==> config.mk <==
export PLATFORM = sky130hd
export DESIGN_NAME = bmcd_decoder
export DESIGN_NICKNAME = d
export VERILOG_FILES = /design/src/logic/bmcd_pkg.sv /design/src/logic/bmcd_decoder.sv
export VERILOG_INCLUDE_DIRS = /design/src /design/src/logic
export SDC_FILE = /design/constraint.sdc
export NUM_CORES = 1
export LEC_CHECK = 0
export BUFFER_PORTS_ARGS = -buffer_cell sky130_fd_sc_hd__clkbuf_2
export CORE_MARGIN = 5
export CORE_UTILIZATION = 45
export CTS_CLUSTER_DIAMETER = 60
export DETAILED_ROUTE_END_ITERATION = 12
export PLACE_DENSITY = 0.68
export SLEW_MARGIN = 20
export SYNTH_ARGS = -nofsm -noshare
export SYNTH_HDL_FRONTEND = slang
export SYNTH_SLANG_ARGS = --single-unit
==> constraint.sdc <==
create_clock -name clk -period 20.7 [get_ports clk]
set_clock_uncertainty 0.15 [all_clocks]
set_input_delay 4.14 -clock clk [delete_from_list [all_inputs] [get_ports clk]]
set_output_delay 4.14 -clock clk [all_outputs]
set_load 0.01 [all_outputs]
==> src/logic/bmcd_regs.svh <==
`ifndef BMCD_REGS_SVH
`define BMCD_REGS_SVH
`define BMCD_CMD_MASKED_BL    8'h10
`define BMCD_CMD_INIT         8'h11
`define BMCD_CMD_READ_DATA    8'h12
`define BMCD_CMD_WRITE_DATA   8'h13
`define BMCD_CMD_READ_SEEK    8'h14
`define BMCD_CMD_RD_BL_REG    8'h15
`define BMCD_CMD_WR_BL_REG    8'h16
`define BMCD_CMD_WRITE_BL     8'h17
`define BMCD_CMD_CHAN_STATUS  8'h18
`define BMCD_CMD_ABORT        8'h19
`define BMCD_CMD_WRITE_SEEK   8'h1a
`define BMCD_CMD_READ_BL      8'h1b
`define BMCD_CMD_CORR_DATA    8'h1c
`define BMCD_CMD_FIFO_RESET   8'h1d
`define BMCD_CMD_PURGE        8'h1e
`define BMCD_CMD_SW_RESET     8'h1f
`define BMCD_CMD_CLEAR_INT    8'h20
`define BMCD_STATUS_DONE      8'h40
`define BMCD_BL_BYTES         6'h14
`define BMCD_WBL_BYTES        6'h28
`define BMCD_PAGE_BYTES_ECC   7'h40
`define BMCD_PAGE_BYTES_RAW   7'h44
`define BMCD_ONES_ECC         9'h10e
`define BMCD_ONES_RAW         9'h110
`define BMCD_CHAN_A           4'h0
`define BMCD_CHAN_BOTH        4'h1
`define BMCD_CORR_BYTES       6'h20
`define BMCD_PAGES_ALL        12'h800
`define BMCD_FIFO_DEPTH       6'h28
`define BMCD_BL_BITS          160
`endif

==> src/logic/bmcd_pkg.sv <==
package bmcd_pkg;
  typedef enum logic [3:0] {
    ST_IDLE    = 4'b0000,
    ST_MASKED  = 4'b0001,
    ST_INIT    = 4'b0010,
    ST_READ    = 4'b0011,
    ST_WRITE   = 4'b0100,
    ST_SEEK    = 4'b0101,
    ST_BL_OUT  = 4'b0110,
    ST_BL_IN   = 4'b0111,
    ST_WBL     = 4'b1000,
    ST_STATUS  = 4'b1001,
    ST_CORR    = 4'b1010,
    ST_FINISH  = 4'b1011
  } bmcd_state_t;

  typedef struct packed {
    logic       write_protect_off;
    logic       internal_correction_enable;
    logic       user_correction_enable;
    logic       int_on_error;
    logic       int_on_done;
  } bmcd_enable_t;

  typedef struct packed {
    logic [3:0]  channels;
    logic [10:0] pages;
  } bmcd_blen_t;

  typedef struct packed {
    logic [3:0]  device_sel;
    logic [10:0] page;
  } bmcd_addr_t;

  typedef struct packed {
    logic       busy;
    logic       operation_done_flag;
    logic       op_fail;
    logic       timing_error;
    logic       fifo_ready;
  } bmcd_stat_t;
endpackage

==> src/logic/bmcd_decoder.sv <==
`timescale 1ns/1ps
module bmcd_decoder
  import bmcd_pkg::*;
(
  // clock and reset
  input  wire logic         clk,
  input  wire logic         rstn,
  // command port
  input  wire logic         cmd_wr,
  input  wire logic [7:0]   cmd_code,
  input  wire bmcd_enable_t enable_cfg,
  input  wire bmcd_blen_t   blen_cfg,
  input  wire bmcd_addr_t   addr_cfg,
  // host fifo port
  input  wire logic         host_fifo_wr,
  input  wire logic [7:0]   host_fifo_wdata,
  input  wire logic         host_fifo_rd,
  // channel side
  input  wire logic         chan_valid,
  input  wire logic [7:0]   chan_rdata,
  input  wire logic [7:0]   chan_status_a,
  input  wire logic [7:0]   chan_status_b,
  input  wire logic         chan_present_b,
  // outputs
  output logic [7:0]        host_fifo_rdata,
  output logic [7:0]        status_reg,
  output logic              irq,
  output logic              dma_req,
  output logic              chan_take,
  output logic [7:0]        chan_wdata,
  output logic              chan_sw_reset,
  output logic              device_run,
  output logic [10:0]       next_page,
  output logic              rac_at_fifo
);
`include "bmcd_regs.svh"

  bmcd_state_t state_reg;
  logic [7:0]  fifo_mem [0:39];
  logic [5:0]  wr_ptr_reg, rd_ptr_reg, count_reg;
  logic [11:0] pages_left_reg;
  logic [6:0]  byte_left_reg;
  logic [8:0]  ones_reg;
  logic [`BMCD_BL_BITS-1:0] boot_a_reg, boot_b_reg;
  logic [1:0]  chans_present_reg;
  logic        two_chan_reg, busy_reg, done_reg, fail_reg, terr_reg;
  logic [2:0]  cin_sync_reg;
  logic        abort_hold_reg;

  // decoded command strobes
  logic accept, is_abort, is_clear;
  assign is_abort = cmd_wr && cmd_code == `BMCD_CMD_ABORT;
  assign is_clear = cmd_wr && cmd_code == `BMCD_CMD_CLEAR_INT;
  assign accept   = cmd_wr && !busy_reg && cmd_code[7:4] == 4'h1
                    && !is_abort;

  function automatic logic both_sel(input logic [3:0] f);
    both_sel = (f == `BMCD_CHAN_BOTH);
  endfunction

  logic corr_on;
  assign corr_on = enable_cfg.internal_correction_enable
                   || enable_cfg.user_correction_enable;

  // fifo pointer moves; device side pushes on reads, pops on writes
  logic dev_push, dev_pop, h_push, h_pop, push, pop, fifo_clr;
  logic [7:0] push_data;
  assign h_push   = host_fifo_wr && count_reg != `BMCD_FIFO_DEPTH;
  assign h_pop    = host_fifo_rd && count_reg != 6'h00;
  assign push     = h_push || dev_push;
  assign pop      = h_pop || dev_pop;
  assign push_data = dev_push ? chan_rdata : host_fifo_wdata;
  assign fifo_clr = accept && (cmd_code == `BMCD_CMD_FIFO_RESET
                    || cmd_code == `BMCD_CMD_SW_RESET);

  logic stat_slot;
  logic [7:0] stat_byte;
  assign stat_byte = stat_slot ? chan_status_b : chan_status_a;
  // streaming states
  assign dev_push = (state_reg == ST_READ || state_reg == ST_BL_OUT ||
                     state_reg == ST_CORR || state_reg == ST_STATUS) &&
                    chan_valid && count_reg != `BMCD_FIFO_DEPTH && !h_push;
  assign dev_pop  = (state_reg == ST_WRITE || state_reg == ST_BL_IN ||
                     state_reg == ST_WBL || state_reg == ST_MASKED) &&
                    count_reg != 6'h00 && !h_pop;
  assign stat_slot = byte_left_reg == 7'h01;

  always_ff @(posedge clk or negedge rstn) begin
    if (!rstn) begin
      wr_ptr_reg <= 6'h00;
      rd_ptr_reg <= 6'h00;
      count_reg  <= 6'h00;
    end else if (fifo_clr) begin
      wr_ptr_reg <= 6'h00;
      rd_ptr_reg <= 6'h00;
      count_reg  <= 6'h00;
    end else begin
      if (push)
        wr_ptr_reg <= (wr_ptr_reg == `BMCD_FIFO_DEPTH - 6'h01) ? 6'h00
                      : wr_ptr_reg + 6'h01;
      if (pop)
        rd_ptr_reg <= (rd_ptr_reg == `BMCD_FIFO_DEPTH - 6'h01) ? 6'h00
                      : rd_ptr_reg + 6'h01;
      count_reg <= count_reg + {5'h00, push} - {5'h00, pop};
    end
  end

  always_ff @(posedge clk) begin
    if (push)
      fifo_mem[wr_ptr_reg] <= (state_reg == ST_STATUS) ? stat_byte
                              : push_data;
  end

  always_ff @(posedge clk or negedge rstn) begin
    if (!rstn)
      host_fifo_rdata <= 8'h00;
    else if (fifo_clr)
      host_fifo_rdata <= 8'h00;
    else
      host_fifo_rdata <= fifo_mem[rd_ptr_reg];
  end

  // sequencer
  logic [11:0] page_total;
  assign page_total = (blen_cfg.pages == 11'h000) ? `BMCD_PAGES_ALL
                      : {1'b0, blen_cfg.pages};
  logic [6:0] page_bytes;
  assign page_bytes = corr_on ? `BMCD_PAGE_BYTES_ECC : `BMCD_PAGE_BYTES_RAW;
  logic [8:0] ones_need;
  assign ones_need = corr_on ? `BMCD_ONES_ECC : `BMCD_ONES_RAW;

  logic moved, unit_end;
  assign moved    = dev_push || dev_pop || state_reg == ST_INIT ||
                    state_reg == ST_SEEK;
  assign unit_end = moved && byte_left_reg == 7'h01;

  always_ff @(posedge clk or negedge rstn) begin
    if (!rstn) begin
      state_reg      <= ST_IDLE;
      byte_left_reg  <= 7'h00;
      pages_left_reg <= 12'h000;
      two_chan_reg   <= 1'b0;
      fail_reg       <= 1'b0;
    end else if (is_abort) begin
      state_reg <= ST_FINISH;
    end else if (accept) begin
      two_chan_reg <= both_sel(blen_cfg.channels);
      fail_reg     <= 1'b0;
      case (cmd_code)
        `BMCD_CMD_MASKED_BL, `BMCD_CMD_WR_BL_REG: begin
          state_reg     <= (cmd_code == `BMCD_CMD_MASKED_BL) ? ST_MASKED
                           : ST_BL_IN;
          byte_left_reg <= {1'b0, `BMCD_BL_BYTES};
          pages_left_reg <= both_sel(blen_cfg.channels) ? 12'h002 : 12'h001;
        end
        `BMCD_CMD_INIT: begin
          state_reg      <= ST_INIT;
          byte_left_reg  <= 7'h02;
          pages_left_reg <= 12'h001;
        end
        `BMCD_CMD_READ_DATA, `BMCD_CMD_WRITE_DATA: begin
          state_reg <= (cmd_code == `BMCD_CMD_READ_DATA) ? ST_READ
                       : ST_WRITE;
          byte_left_reg  <= page_bytes;
          pages_left_reg <= page_total;
        end
        `BMCD_CMD_READ_SEEK, `BMCD_CMD_WRITE_SEEK: begin
          state_reg      <= ST_SEEK;
          byte_left_reg  <= 7'h01;
          pages_left_reg <= 12'h001;
        end
        `BMCD_CMD_RD_BL_REG, `BMCD_CMD_READ_BL: begin
          state_reg     <= ST_BL_OUT;
          byte_left_reg <= {1'b0, `BMCD_BL_BYTES};
          pages_left_reg <= (both_sel(blen_cfg.channels) ||
                  cmd_code == `BMCD_CMD_READ_BL) ? 12'h002 : 12'h001;
        end
        `BMCD_CMD_WRITE_BL: begin
          if (enable_cfg.write_protect_off) begin
            state_reg     <= ST_WBL;
            byte_left_reg <= {1'b0, `BMCD_WBL_BYTES};
            pages_left_reg <= 12'h001;
          end else begin
            state_reg <= ST_FINISH;
            fail_reg  <= 1'b1;
          end
        end
        `BMCD_CMD_CHAN_STATUS: begin
          state_reg      <= ST_STATUS;
          byte_left_reg  <= 7'h02;
          pages_left_reg <= 12'h001;
        end
        `BMCD_CMD_CORR_DATA: begin
          if (corr_on) begin
            state_reg     <= ST_CORR;
            byte_left_reg <= {1'b0, `BMCD_CORR_BYTES};
            pages_left_reg <= both_sel(blen_cfg.channels) ? 12'h002
                              : 12'h001;
          end else begin
            state_reg <= ST_FINISH;
            fail_reg  <= 1'b1;
          end
        end
        default: state_reg <= ST_FINISH;
      endcase
    end else begin
      case (state_reg)
        ST_IDLE, ST_FINISH: state_reg <= ST_IDLE;
        default: begin
          if (unit_end) begin
            if (pages_left_reg == 12'h001) begin
              state_reg <= ST_FINISH;
            end else begin
              pages_left_reg <= pages_left_reg - 12'h001;
              byte_left_reg  <= (state_reg == ST_READ ||
                                 state_reg == ST_WRITE) ? page_bytes
                                : {1'b0, `BMCD_BL_BYTES};
            end
          end else if (moved) begin
            byte_left_reg <= byte_left_reg - 7'h01;
          end
        end
      endcase
    end
  end

  // masked bootloop write: count ones, mask the excess
  logic [7:0] masked_byte;
  always_comb begin
    logic [8:0] n;
    n = ones_reg;
    masked_byte = 8'h00;
    for (int i = 0; i < 8; i++) begin
      if (fifo_mem[rd_ptr_reg][i] && n < ones_need) begin
        masked_byte[i] = 1'b1;
        n = n + 9'h001;
      end
    end
  end

  always_ff @(posedge clk or negedge rstn) begin
    if (!rstn)
      ones_reg <= 9'h000;
    else if (accept)
      ones_reg <= 9'h000;
    else if (state_reg == ST_MASKED && dev_pop && unit_end)
      ones_reg <= 9'h000;
    else if (state_reg == ST_MASKED && dev_pop)
      ones_reg <= ones_reg + 9'(unsigned'($countones(masked_byte)));
  end

  // bootloop registers per channel, shifted in a byte at a time
  logic to_b;
  assign to_b = two_chan_reg && pages_left_reg == 12'h001;
  always_ff @(posedge clk or negedge rstn) begin
    if (!rstn) begin
      boot_a_reg <= '0;
      boot_b_reg <= '0;
    end else if (state_reg == ST_INIT && unit_end) begin
      boot_a_reg <= boot_a_reg | boot_b_reg;
      boot_b_reg <= boot_a_reg | boot_b_reg;
    end else if (dev_pop && (state_reg == ST_MASKED ||
                             state_reg == ST_BL_IN)) begin
      if (to_b)
        boot_b_reg <= {boot_b_reg[`BMCD_BL_BITS-9:0],
                       state_reg == ST_MASKED ? masked_byte
                       : fifo_mem[rd_ptr_reg]};
      else
        boot_a_reg <= {boot_a_reg[`BMCD_BL_BITS-9:0],
                       state_reg == ST_MASKED ? masked_byte
                       : fifo_mem[rd_ptr_reg]};
    end
  end

  // status and completion
  logic finishing;
  assign finishing = state_reg == ST_FINISH;
  always_ff @(posedge clk or negedge rstn) begin
    if (!rstn) begin
      busy_reg <= 1'b0;
      done_reg <= 1'b0;
      terr_reg <= 1'b0;
    end else begin
      if (accept)
        busy_reg <= 1'b1;
      else if (finishing)
        busy_reg <= 1'b0;
      if (finishing)
        done_reg <= !fail_reg || is_abort;
      else if (accept || is_clear)
        done_reg <= 1'b0;
      if (busy_reg && ((host_fifo_wr && !h_push) ||
                       (host_fifo_rd && !h_pop)))
        terr_reg <= 1'b1;
      else if (is_abort || (accept && cmd_code == `BMCD_CMD_SW_RESET))
        terr_reg <= 1'b0;
    end
  end

  // abort status stands until the next command or a clear
  always_ff @(posedge clk or negedge rstn) begin
    if (!rstn)
      abort_hold_reg <= 1'b0;
    else if (is_abort)
      abort_hold_reg <= 1'b1;
    else if (accept || is_clear)
      abort_hold_reg <= 1'b0;
  end

  always_ff @(posedge clk or negedge rstn) begin
    if (!rstn)
      status_reg <= 8'h00;
    else if (is_abort)
      status_reg <= `BMCD_STATUS_DONE;
    else if (is_clear)
      status_reg <= 8'h00;
    else if (abort_hold_reg)
      status_reg <= `BMCD_STATUS_DONE;
    else
      status_reg <= {busy_reg, done_reg, 1'b0, fail_reg && !busy_reg,
                     terr_reg, 2'b00, count_reg != 6'h00};
  end

  always_ff @(posedge clk or negedge rstn) begin
    if (!rstn)
      irq <= 1'b0;
    else if (finishing && ((enable_cfg.int_on_done && !fail_reg) ||
                           (enable_cfg.int_on_error && fail_reg)))
      irq <= 1'b1;
    else if (is_clear)
      irq <= 1'b0;
  end

  always_ff @(posedge clk or negedge rstn) begin
    if (!rstn)
      rac_at_fifo <= 1'b0;
    else
      rac_at_fifo <= is_clear ? 1'b1 : (accept ? 1'b0 : rac_at_fifo);
  end

  // dma request: half-empty on writes, half-full on reads; clear leaves it
  always_ff @(posedge clk or negedge rstn) begin
    if (!rstn)
      dma_req <= 1'b0;
    else if (!is_clear)
      dma_req <= (state_reg == ST_WRITE && count_reg <= `BMCD_BL_BYTES) ||
                 (state_reg == ST_READ && count_reg >= `BMCD_BL_BYTES);
  end

  // device side strobes and next page register
  always_ff @(posedge clk or negedge rstn) begin
    if (!rstn) begin
      chan_take     <= 1'b0;
      chan_wdata    <= 8'h00;
      chan_sw_reset <= 1'b0;
      device_run    <= 1'b0;
      next_page     <= 11'h000;
      chans_present_reg <= 2'b00;
      cin_sync_reg  <= 3'b000;
    end else begin
      cin_sync_reg <= {cin_sync_reg[1:0], chan_present_b};
      chan_take  <= dev_pop;
      chan_wdata <= state_reg == ST_MASKED ? masked_byte
                    : fifo_mem[rd_ptr_reg];
      chan_sw_reset <= accept && cmd_code == `BMCD_CMD_SW_RESET;
      device_run <= !(is_abort || finishing) &&
                    (accept || (device_run && state_reg != ST_IDLE));
      if (state_reg == ST_INIT && unit_end) begin
        next_page <= 11'h000;
        // pin counts as present only once the last two stages agree
        chans_present_reg <= {cin_sync_reg[2] && cin_sync_reg[1], 1'b1};
      end else if (accept && cmd_code == `BMCD_CMD_PURGE)
        next_page <= 11'h000;
      else if (state_reg == ST_SEEK && unit_end)
        next_page <= addr_cfg.page + 11'h001;
      else if ((state_reg == ST_READ || state_reg == ST_WRITE) && unit_end)
        next_page <= next_page + 11'h001;
    end
  end
endmodule

Yosys cells after proc, flatten, opt, wreduce, memory -nomap -nowiden. Memory sizes are Yosys's and may differ from the RTL's. Cells that the tools add are included.

Flip-flop bits (word level): 96. Memory bits (writable): 320. Output and inout bits: 41. Logic and storage cells: 282. Memories kept: 1.

Memories: fifo_mem (depth 40, bits a word 8, read ports 1, clocked after Yosys merged registers in 0, wr ports 1, line bmcd_decoder.sv:39) `logic [7:0] fifo_mem [0:39];`.

Add/subtract/negate cells: 23. Order comparisons: 10. Equality and inequality tests: 42. Mux-type cells: 84. Bitwise gates (word level): 1. Reductions and logical operators: 99.

Operators by type and width (count): $eq 8x5->1 const B (16); $mux 9 (10); $mux 12 (7); $lt 9x9->1 (8); $pmux 12 s6 (1); $mux 8 (8); $add 9x1->9 const B (7); $mux 7 (8); $mux 11 (4); $mux 6 (7); $pmux 7 s6 (1); $logic_and 1x1->1 (40); $pmux 4 s8 (1); $mux 1 (24); $logic_or 1x1->1 (23); $add 11x1->11 const B (2); $mux 4 (5); $reduce_bool 2->1 (9); $eq 4x3->1 const B (4); $eq 4x4->1 const B (4); $reduce_bool 4->1 (4); $reduce_and 7->1 (2); $add 6x1->6 const B (2); $eq 12x1->1 const B (1); other kinds (33) (61).

Logic depth before layout (Yosys ltp).
Word-level depth: 33. Depth in mapped cells: 78. Mapped depth without buffers: 73.

Worst setup path before layout. OpenSTA, ideal clock, no wires.

Kind: input -> register. Start: input enable_cfg[2] in the netlist's numbering. End: register ones_reg[7]. Library setup time: 0.084 ns. Arrival: 19.057 ns. Data required time: 20.466 ns. Setup slack: 1.409 ns. Stages: 71. Cells stage by stage: or2_2 > clkbuf_1 > clkbuf_1 > ha_1 > or3b_2 > a31oi_1 > nor2_1 > a31oi_4 > buf_6 > buf_6 > nor2_1 > xnor2_1 > inv_1 > ha_1 > nand3b_1 > nor3_1 > o2111ai_2 > nand2_1 > [... 35 more ...] > xnor2_1 > ha_1 > nor2_1 > o21a_1 > o211ai_1 > o2111ai_1 > a2bb2oi_1 > fa_1 > inv_1 > fa_1 > fa_1 > a21o_1 > a21oi_1 > nor2b_1 > o21ai_0 > nor2_1 > xnor2_1 > o21ai_0.

Longest elaborated chain between the ends: 33.

Ends and longest elaborated chain: start, declared (line bmcd_decoder.sv:11) `input wire bmcd_enable_t enable_cfg,`; $logic_or 1x1->1 * (line bmcd_decoder.sv:63) `|| enable_cfg.user_correction_enable;`; $mux 5 (no line) *; $lt 9x9->1 (line bmcd_decoder.sv:234) `if (fifo_mem[rd_ptr_reg][i] && n < ones_need) begin`; $logic_and 1x1->1 (line bmcd_decoder.sv:234); $mux 9 (line bmcd_decoder.sv:234); $lt 9x9->1 (line bmcd_decoder.sv:234); $logic_and 1x1->1 (line bmcd_decoder.sv:234); $mux 9 (line bmcd_decoder.sv:234); [... 17 more ...]; $mux 1 (line bmcd_decoder.sv:234); $add 1x1->2 (implied by the code) (line bmcd_decoder.sv:249) `ones_reg <= ones_reg + 9'(unsigned'($countones(masked_byte)));`; $add 2x2->3 (implied by the code) (line bmcd_decoder.sv:249); $add 3x3->4 (implied by the code) * (line bmcd_decoder.sv:249); $add 9x4->9 * (line bmcd_decoder.sv:249); $mux 9 * (line bmcd_decoder.sv:248) `else if (state_reg == ST_MASKED && dev_pop)`; $mux 9 * (line bmcd_decoder.sv:246) `else if (state_reg == ST_MASKED && dev_pop && unit_end)`; $mux 9 * (line bmcd_decoder.sv:244) `else if (accept)`; end signal, assigned (line bmcd_decoder.sv:249); end, declared (line bmcd_decoder.sv:43) `logic [8:0] ones_reg;`.

Every way passes the cells marked *; elsewhere a longest branch is shown, timed or not. The select of a mux whose other input is x is not followed. A chain may end at the register's enable or synchronous reset.

Worst setup path in the final report.
Start: input enable_cfg[2] in the netlist's numbering. End: register ones_reg[8].

The elaborated chain is that of the path after synthesis.

==> summary.md <==
| Metric | Value |
|---|---|
| Mean cell area of the mapped netlist | `12.17 µm²` |
| Number of endpoints with negative hold slack in the final report | `0` |
| Arr. time, crit path | `19.88 ns` |
| Slowest stage cell on the critical path | `sky130_fd_sc_hd__o41ai_2` |
| Insertion delay to the later sink of the worst-skew pair | `0.58 ns` |
| Critical path launch point type | `input port` |
| Initial core utilization | `0.4564` |
| Setup bufs post-CTS | `0` |
| Number of H-tree levels | `2` |
| Synthesized area | `21880 µm²` |
| Endpoint type of the worst setup path | `flop` |
| Die extent in y | `230.5 µm` |
| DR pass1 iterations | `6` |
| First-pass GRT wire length | `84.38 mm` |
| Instance area after placement | `23140 µm²` |
| Summed negative setup slack over all endpoints | `0 ns` |
| Clock period minus final worst setup slack | `19.54 ns` |
| Worst r2r path cells | `63` |
| Overflow left after global routing | `0` |
| Number of I/O port buffers | `114` |
| Routability-driven placement congestion ratio | `0.8663` |
| Worst setup path category | `in2reg` |
| Sink Count | `413` |
| Crit Path Max Fanout | `8` |
| Hold Path Sink | `byte_left_reg[5]` |
| Number of top-level pins | `123` |
| Final setup violation count | `0` |
| Number of DRC violations after detailed-routing iteration 0 | `1285` |
| Unrepaired setup endpoints after global routing | `false` |
| Longest individual stage delay on the worst path | `0.55 ns` |
| Slew Limit Fails | `0` |
| Layout cell share with drive strength beyond 1 | `0.1774` |
| Placement row count | `80` |
| Bufs on Longest Clock Path | `3` |
| Post-cts sizing count | `0` |
| Top cells by area, synth | `sky130_fd_sc_hd__edfxtp_1 (44%), sky130_fd_sc_hd__dfrtp_1 (11%), sky130_fd_sc_hd__mux4_2 (5.4%)` |
| Sequential fraction of the synthesis area | `0.5455` |
| Area of the core | `47950 µm²` |
| Prevailing post-synth register cell | `sky130_fd_sc_hd__edfxtp_1` |
| Number of flops mapped to enable cells by yosys | `320` |
| Average wire per standard cell | `21.06 µm` |
| Per-cell via count in the routed design | `5.973` |
| Full die area | `53140 µm²` |
| Floorplan die width | `230.5 µm` |
| Number of stages on the worst hold path | `2` |
| Antenna-violating nets left | `0` |
| Initial antenna violation count | `1` |
| Clock root buffer | `sky130_fd_sc_hd__clkbuf_16` |
| Source of the worst hold timing path | `byte_left_reg[5]` |
| Share of flip-flops with an asynchronous set or reset | `0.2252` |
| Leading cell types by count after synthesis | `sky130_fd_sc_hd__edfxtp_1 (320), sky130_fd_sc_hd__nor2_1 (170), sky130_fd_sc_hd__nand2_1 (124)` |
| Number of flip-flops in the largest register | `320` |
| Number of placed cells counting well taps | `2466` |
| Portion of synthesized cell area occupied by the leading cell type | `0.4391` |
| Max-capacitance violation count | `0` |
| Combined global-route utilization of all metal layers | `0.1985` |
| # hold bufs at CTS | `0` |
| DRC violations left | `0` |
| Fmax achieved | `51.17 MHz` |
| Post-Layout Inst Area | `24700 µm²` |
| Most frequent cell on the critical path | `sky130_fd_sc_hd__ha_1` |
| Total clock buffers created by CTS | `43` |
| Critical register-to-register path endpoint | `ones_reg[8]` |
| Maximum number of pins on one net before global-route repair | `78` |
| Number of nets at the end of the flow | `2035` |
| Detailed-route via count | `15230` |
| Synthesized instance count | `1798` |
| Post-DP HPWL | `36.48 mm` |
| Count of cell types in the netlist | `104` |
| Via count of the first global-routing pass | `15010` |
| Start of the worst register-to-register path | `rd_ptr_reg[0]` |
| Synth-to-Final Area Change | `12.88%` |
| Measured slew at the worst slew-check pin | `1.118 ns` |
| Class of the worst hold path | `reg2reg` |
| Run status | `finished clean` |
| Cell with the most instances after synthesis | `sky130_fd_sc_hd__edfxtp_1` |
| Worst EP required | `21.03 ns` |
| Yosys warnings | `0` |
| Clk pin slew, worst setup/hold paths | `0.06 ns` |
| Critical path startpoint | `enable_cfg[2]` |
| Leading area contributor after synthesis | `sky130_fd_sc_hd__edfxtp_1` |
| Normalized max-slew margin | `0.2509` |
| R2R Setup Slk | `3.64 ns` |
| Number of non-filler instances in the completed layout | `2549` |
| TritonCTS clock tree | `built` |
| Final worst-path cycle share | `0.9442` |
| Final WL | `53.69 mm` |
| Number of flip-flops and latches in the synthesized netlist | `413` |
layer usage:
metal  track usage  wire length, µm
met4       0.06650             1479
met3       0.03011             3212
met5             0                0
met2        0.3331            26500
met1        0.2665            22500
area by class of cell:
class	instances	area, µm²
Antenna cell	1	2.502
Clock buffer	59	1166
Clock inverter	20	296.5
Fill cell	4076	23240
Inverter	64	240.2
Multi-Input combinational cell	1232	9407
Sequential cell	413	11940
Tap cell	615	769.5
Timing Repair Buffer	145	878.3
per-stage QoR:
stage	worst slack [ns]	util	hold slack, ns
finish	1.156	0.5152	0.3261
floorplan	1.409	-	0.2801
CTS	1.161	0.5132	0.3281
detailed placement	0.5732	0.4826	0.3071
global route	0.07269	0.5152	0.3455
global placement	0.8706	0.4826	0.3075
worst max-delay path, delay by kind of cell:
| kind | cells | cell delay (ns) |
|---|---|---|
| AND/OR/NAND/NOR | 25 | 4.99 |
| AO/OA/AOI/OAI | 19 | 5.19 |
| XOR/XNOR | 4 | 0.84 |
| adder cells (fa/ha/maj) | 12 | 4.06 |
| buffers and inverters | 6 | 0.65 |
worst max path at each step:
stage                             end  slack, ns  cells past startpoint
final                     ones_reg[8]       1.16                     66
after global routing      ones_reg[7]       0.07                     67
after CTS                 ones_reg[7]       1.16                     66
after detailed placement  ones_reg[7]       0.57                     66
after global placement    ones_reg[7]       0.87                     66
after floorplan           ones_reg[7]       1.41                     71
logic make-up (layout without fill, tap and decap cells):
| family | Yosys count | in the layout | share of synthesized area |
|---|---|---|---|
| simple gates | 539 | 539 | 0.1226 |
| flops | 413 | 413 | 0.5455 |
| compound gates | 402 | 402 | 0.1317 |
| mux | 158 | 158 | 0.1047 |
| buf+inv | 155 | 288 | 0.03025 |
| xor+xnor | 76 | 76 | 0.03213 |
| fa+ha+maj | 54 | 54 | 0.03294 |
| other cells | 1 | 4 | 0.0001714 |
cell usage in the layout (no fill, tap or decap), types with 11 or more instances in the layout:
master and instances:
sky130_fd_sc_hd__edfxtp_1 320, sky130_fd_sc_hd__nor2_1 168, sky130_fd_sc_hd__nand2_1 124, sky130_fd_sc_hd__clkbuf_2 113
sky130_fd_sc_hd__dfrtp_1 91, sky130_fd_sc_hd__mux2i_1 89, sky130_fd_sc_hd__o21ai_0 79, sky130_fd_sc_hd__inv_1 63
sky130_fd_sc_hd__a21oi_1 62, sky130_fd_sc_hd__mux4_2 52, sky130_fd_sc_hd__ha_1 48, sky130_fd_sc_hd__a211oi_1 45
sky130_fd_sc_hd__xnor2_1 44, sky130_fd_sc_hd__clkbuf_16 43, sky130_fd_sc_hd__nor3_1 37, sky130_fd_sc_hd__nand3_1 33
sky130_fd_sc_hd__buf_4 28, sky130_fd_sc_hd__xor2_1 27, sky130_fd_sc_hd__and2_1 26, sky130_fd_sc_hd__o221ai_1 24
sky130_fd_sc_hd__o22ai_1 22, sky130_fd_sc_hd__nor4_1 20, sky130_fd_sc_hd__a31oi_1 20, sky130_fd_sc_hd__nand4_1 18
sky130_fd_sc_hd__a21o_1 17, sky130_fd_sc_hd__nor2b_1 16, sky130_fd_sc_hd__or3_1 15, sky130_fd_sc_hd__and3_1 14
sky130_fd_sc_hd__clkbuf_1 13, sky130_fd_sc_hd__o31ai_1 12, sky130_fd_sc_hd__nand2b_1 11, sky130_fd_sc_hd__mux2_2 11
sky130_fd_sc_hd__nand3b_1 11
Power is left out: the tool's default activity adds up to more than one toggle a clock period on the data nets, which glitch-free logic cannot reach.
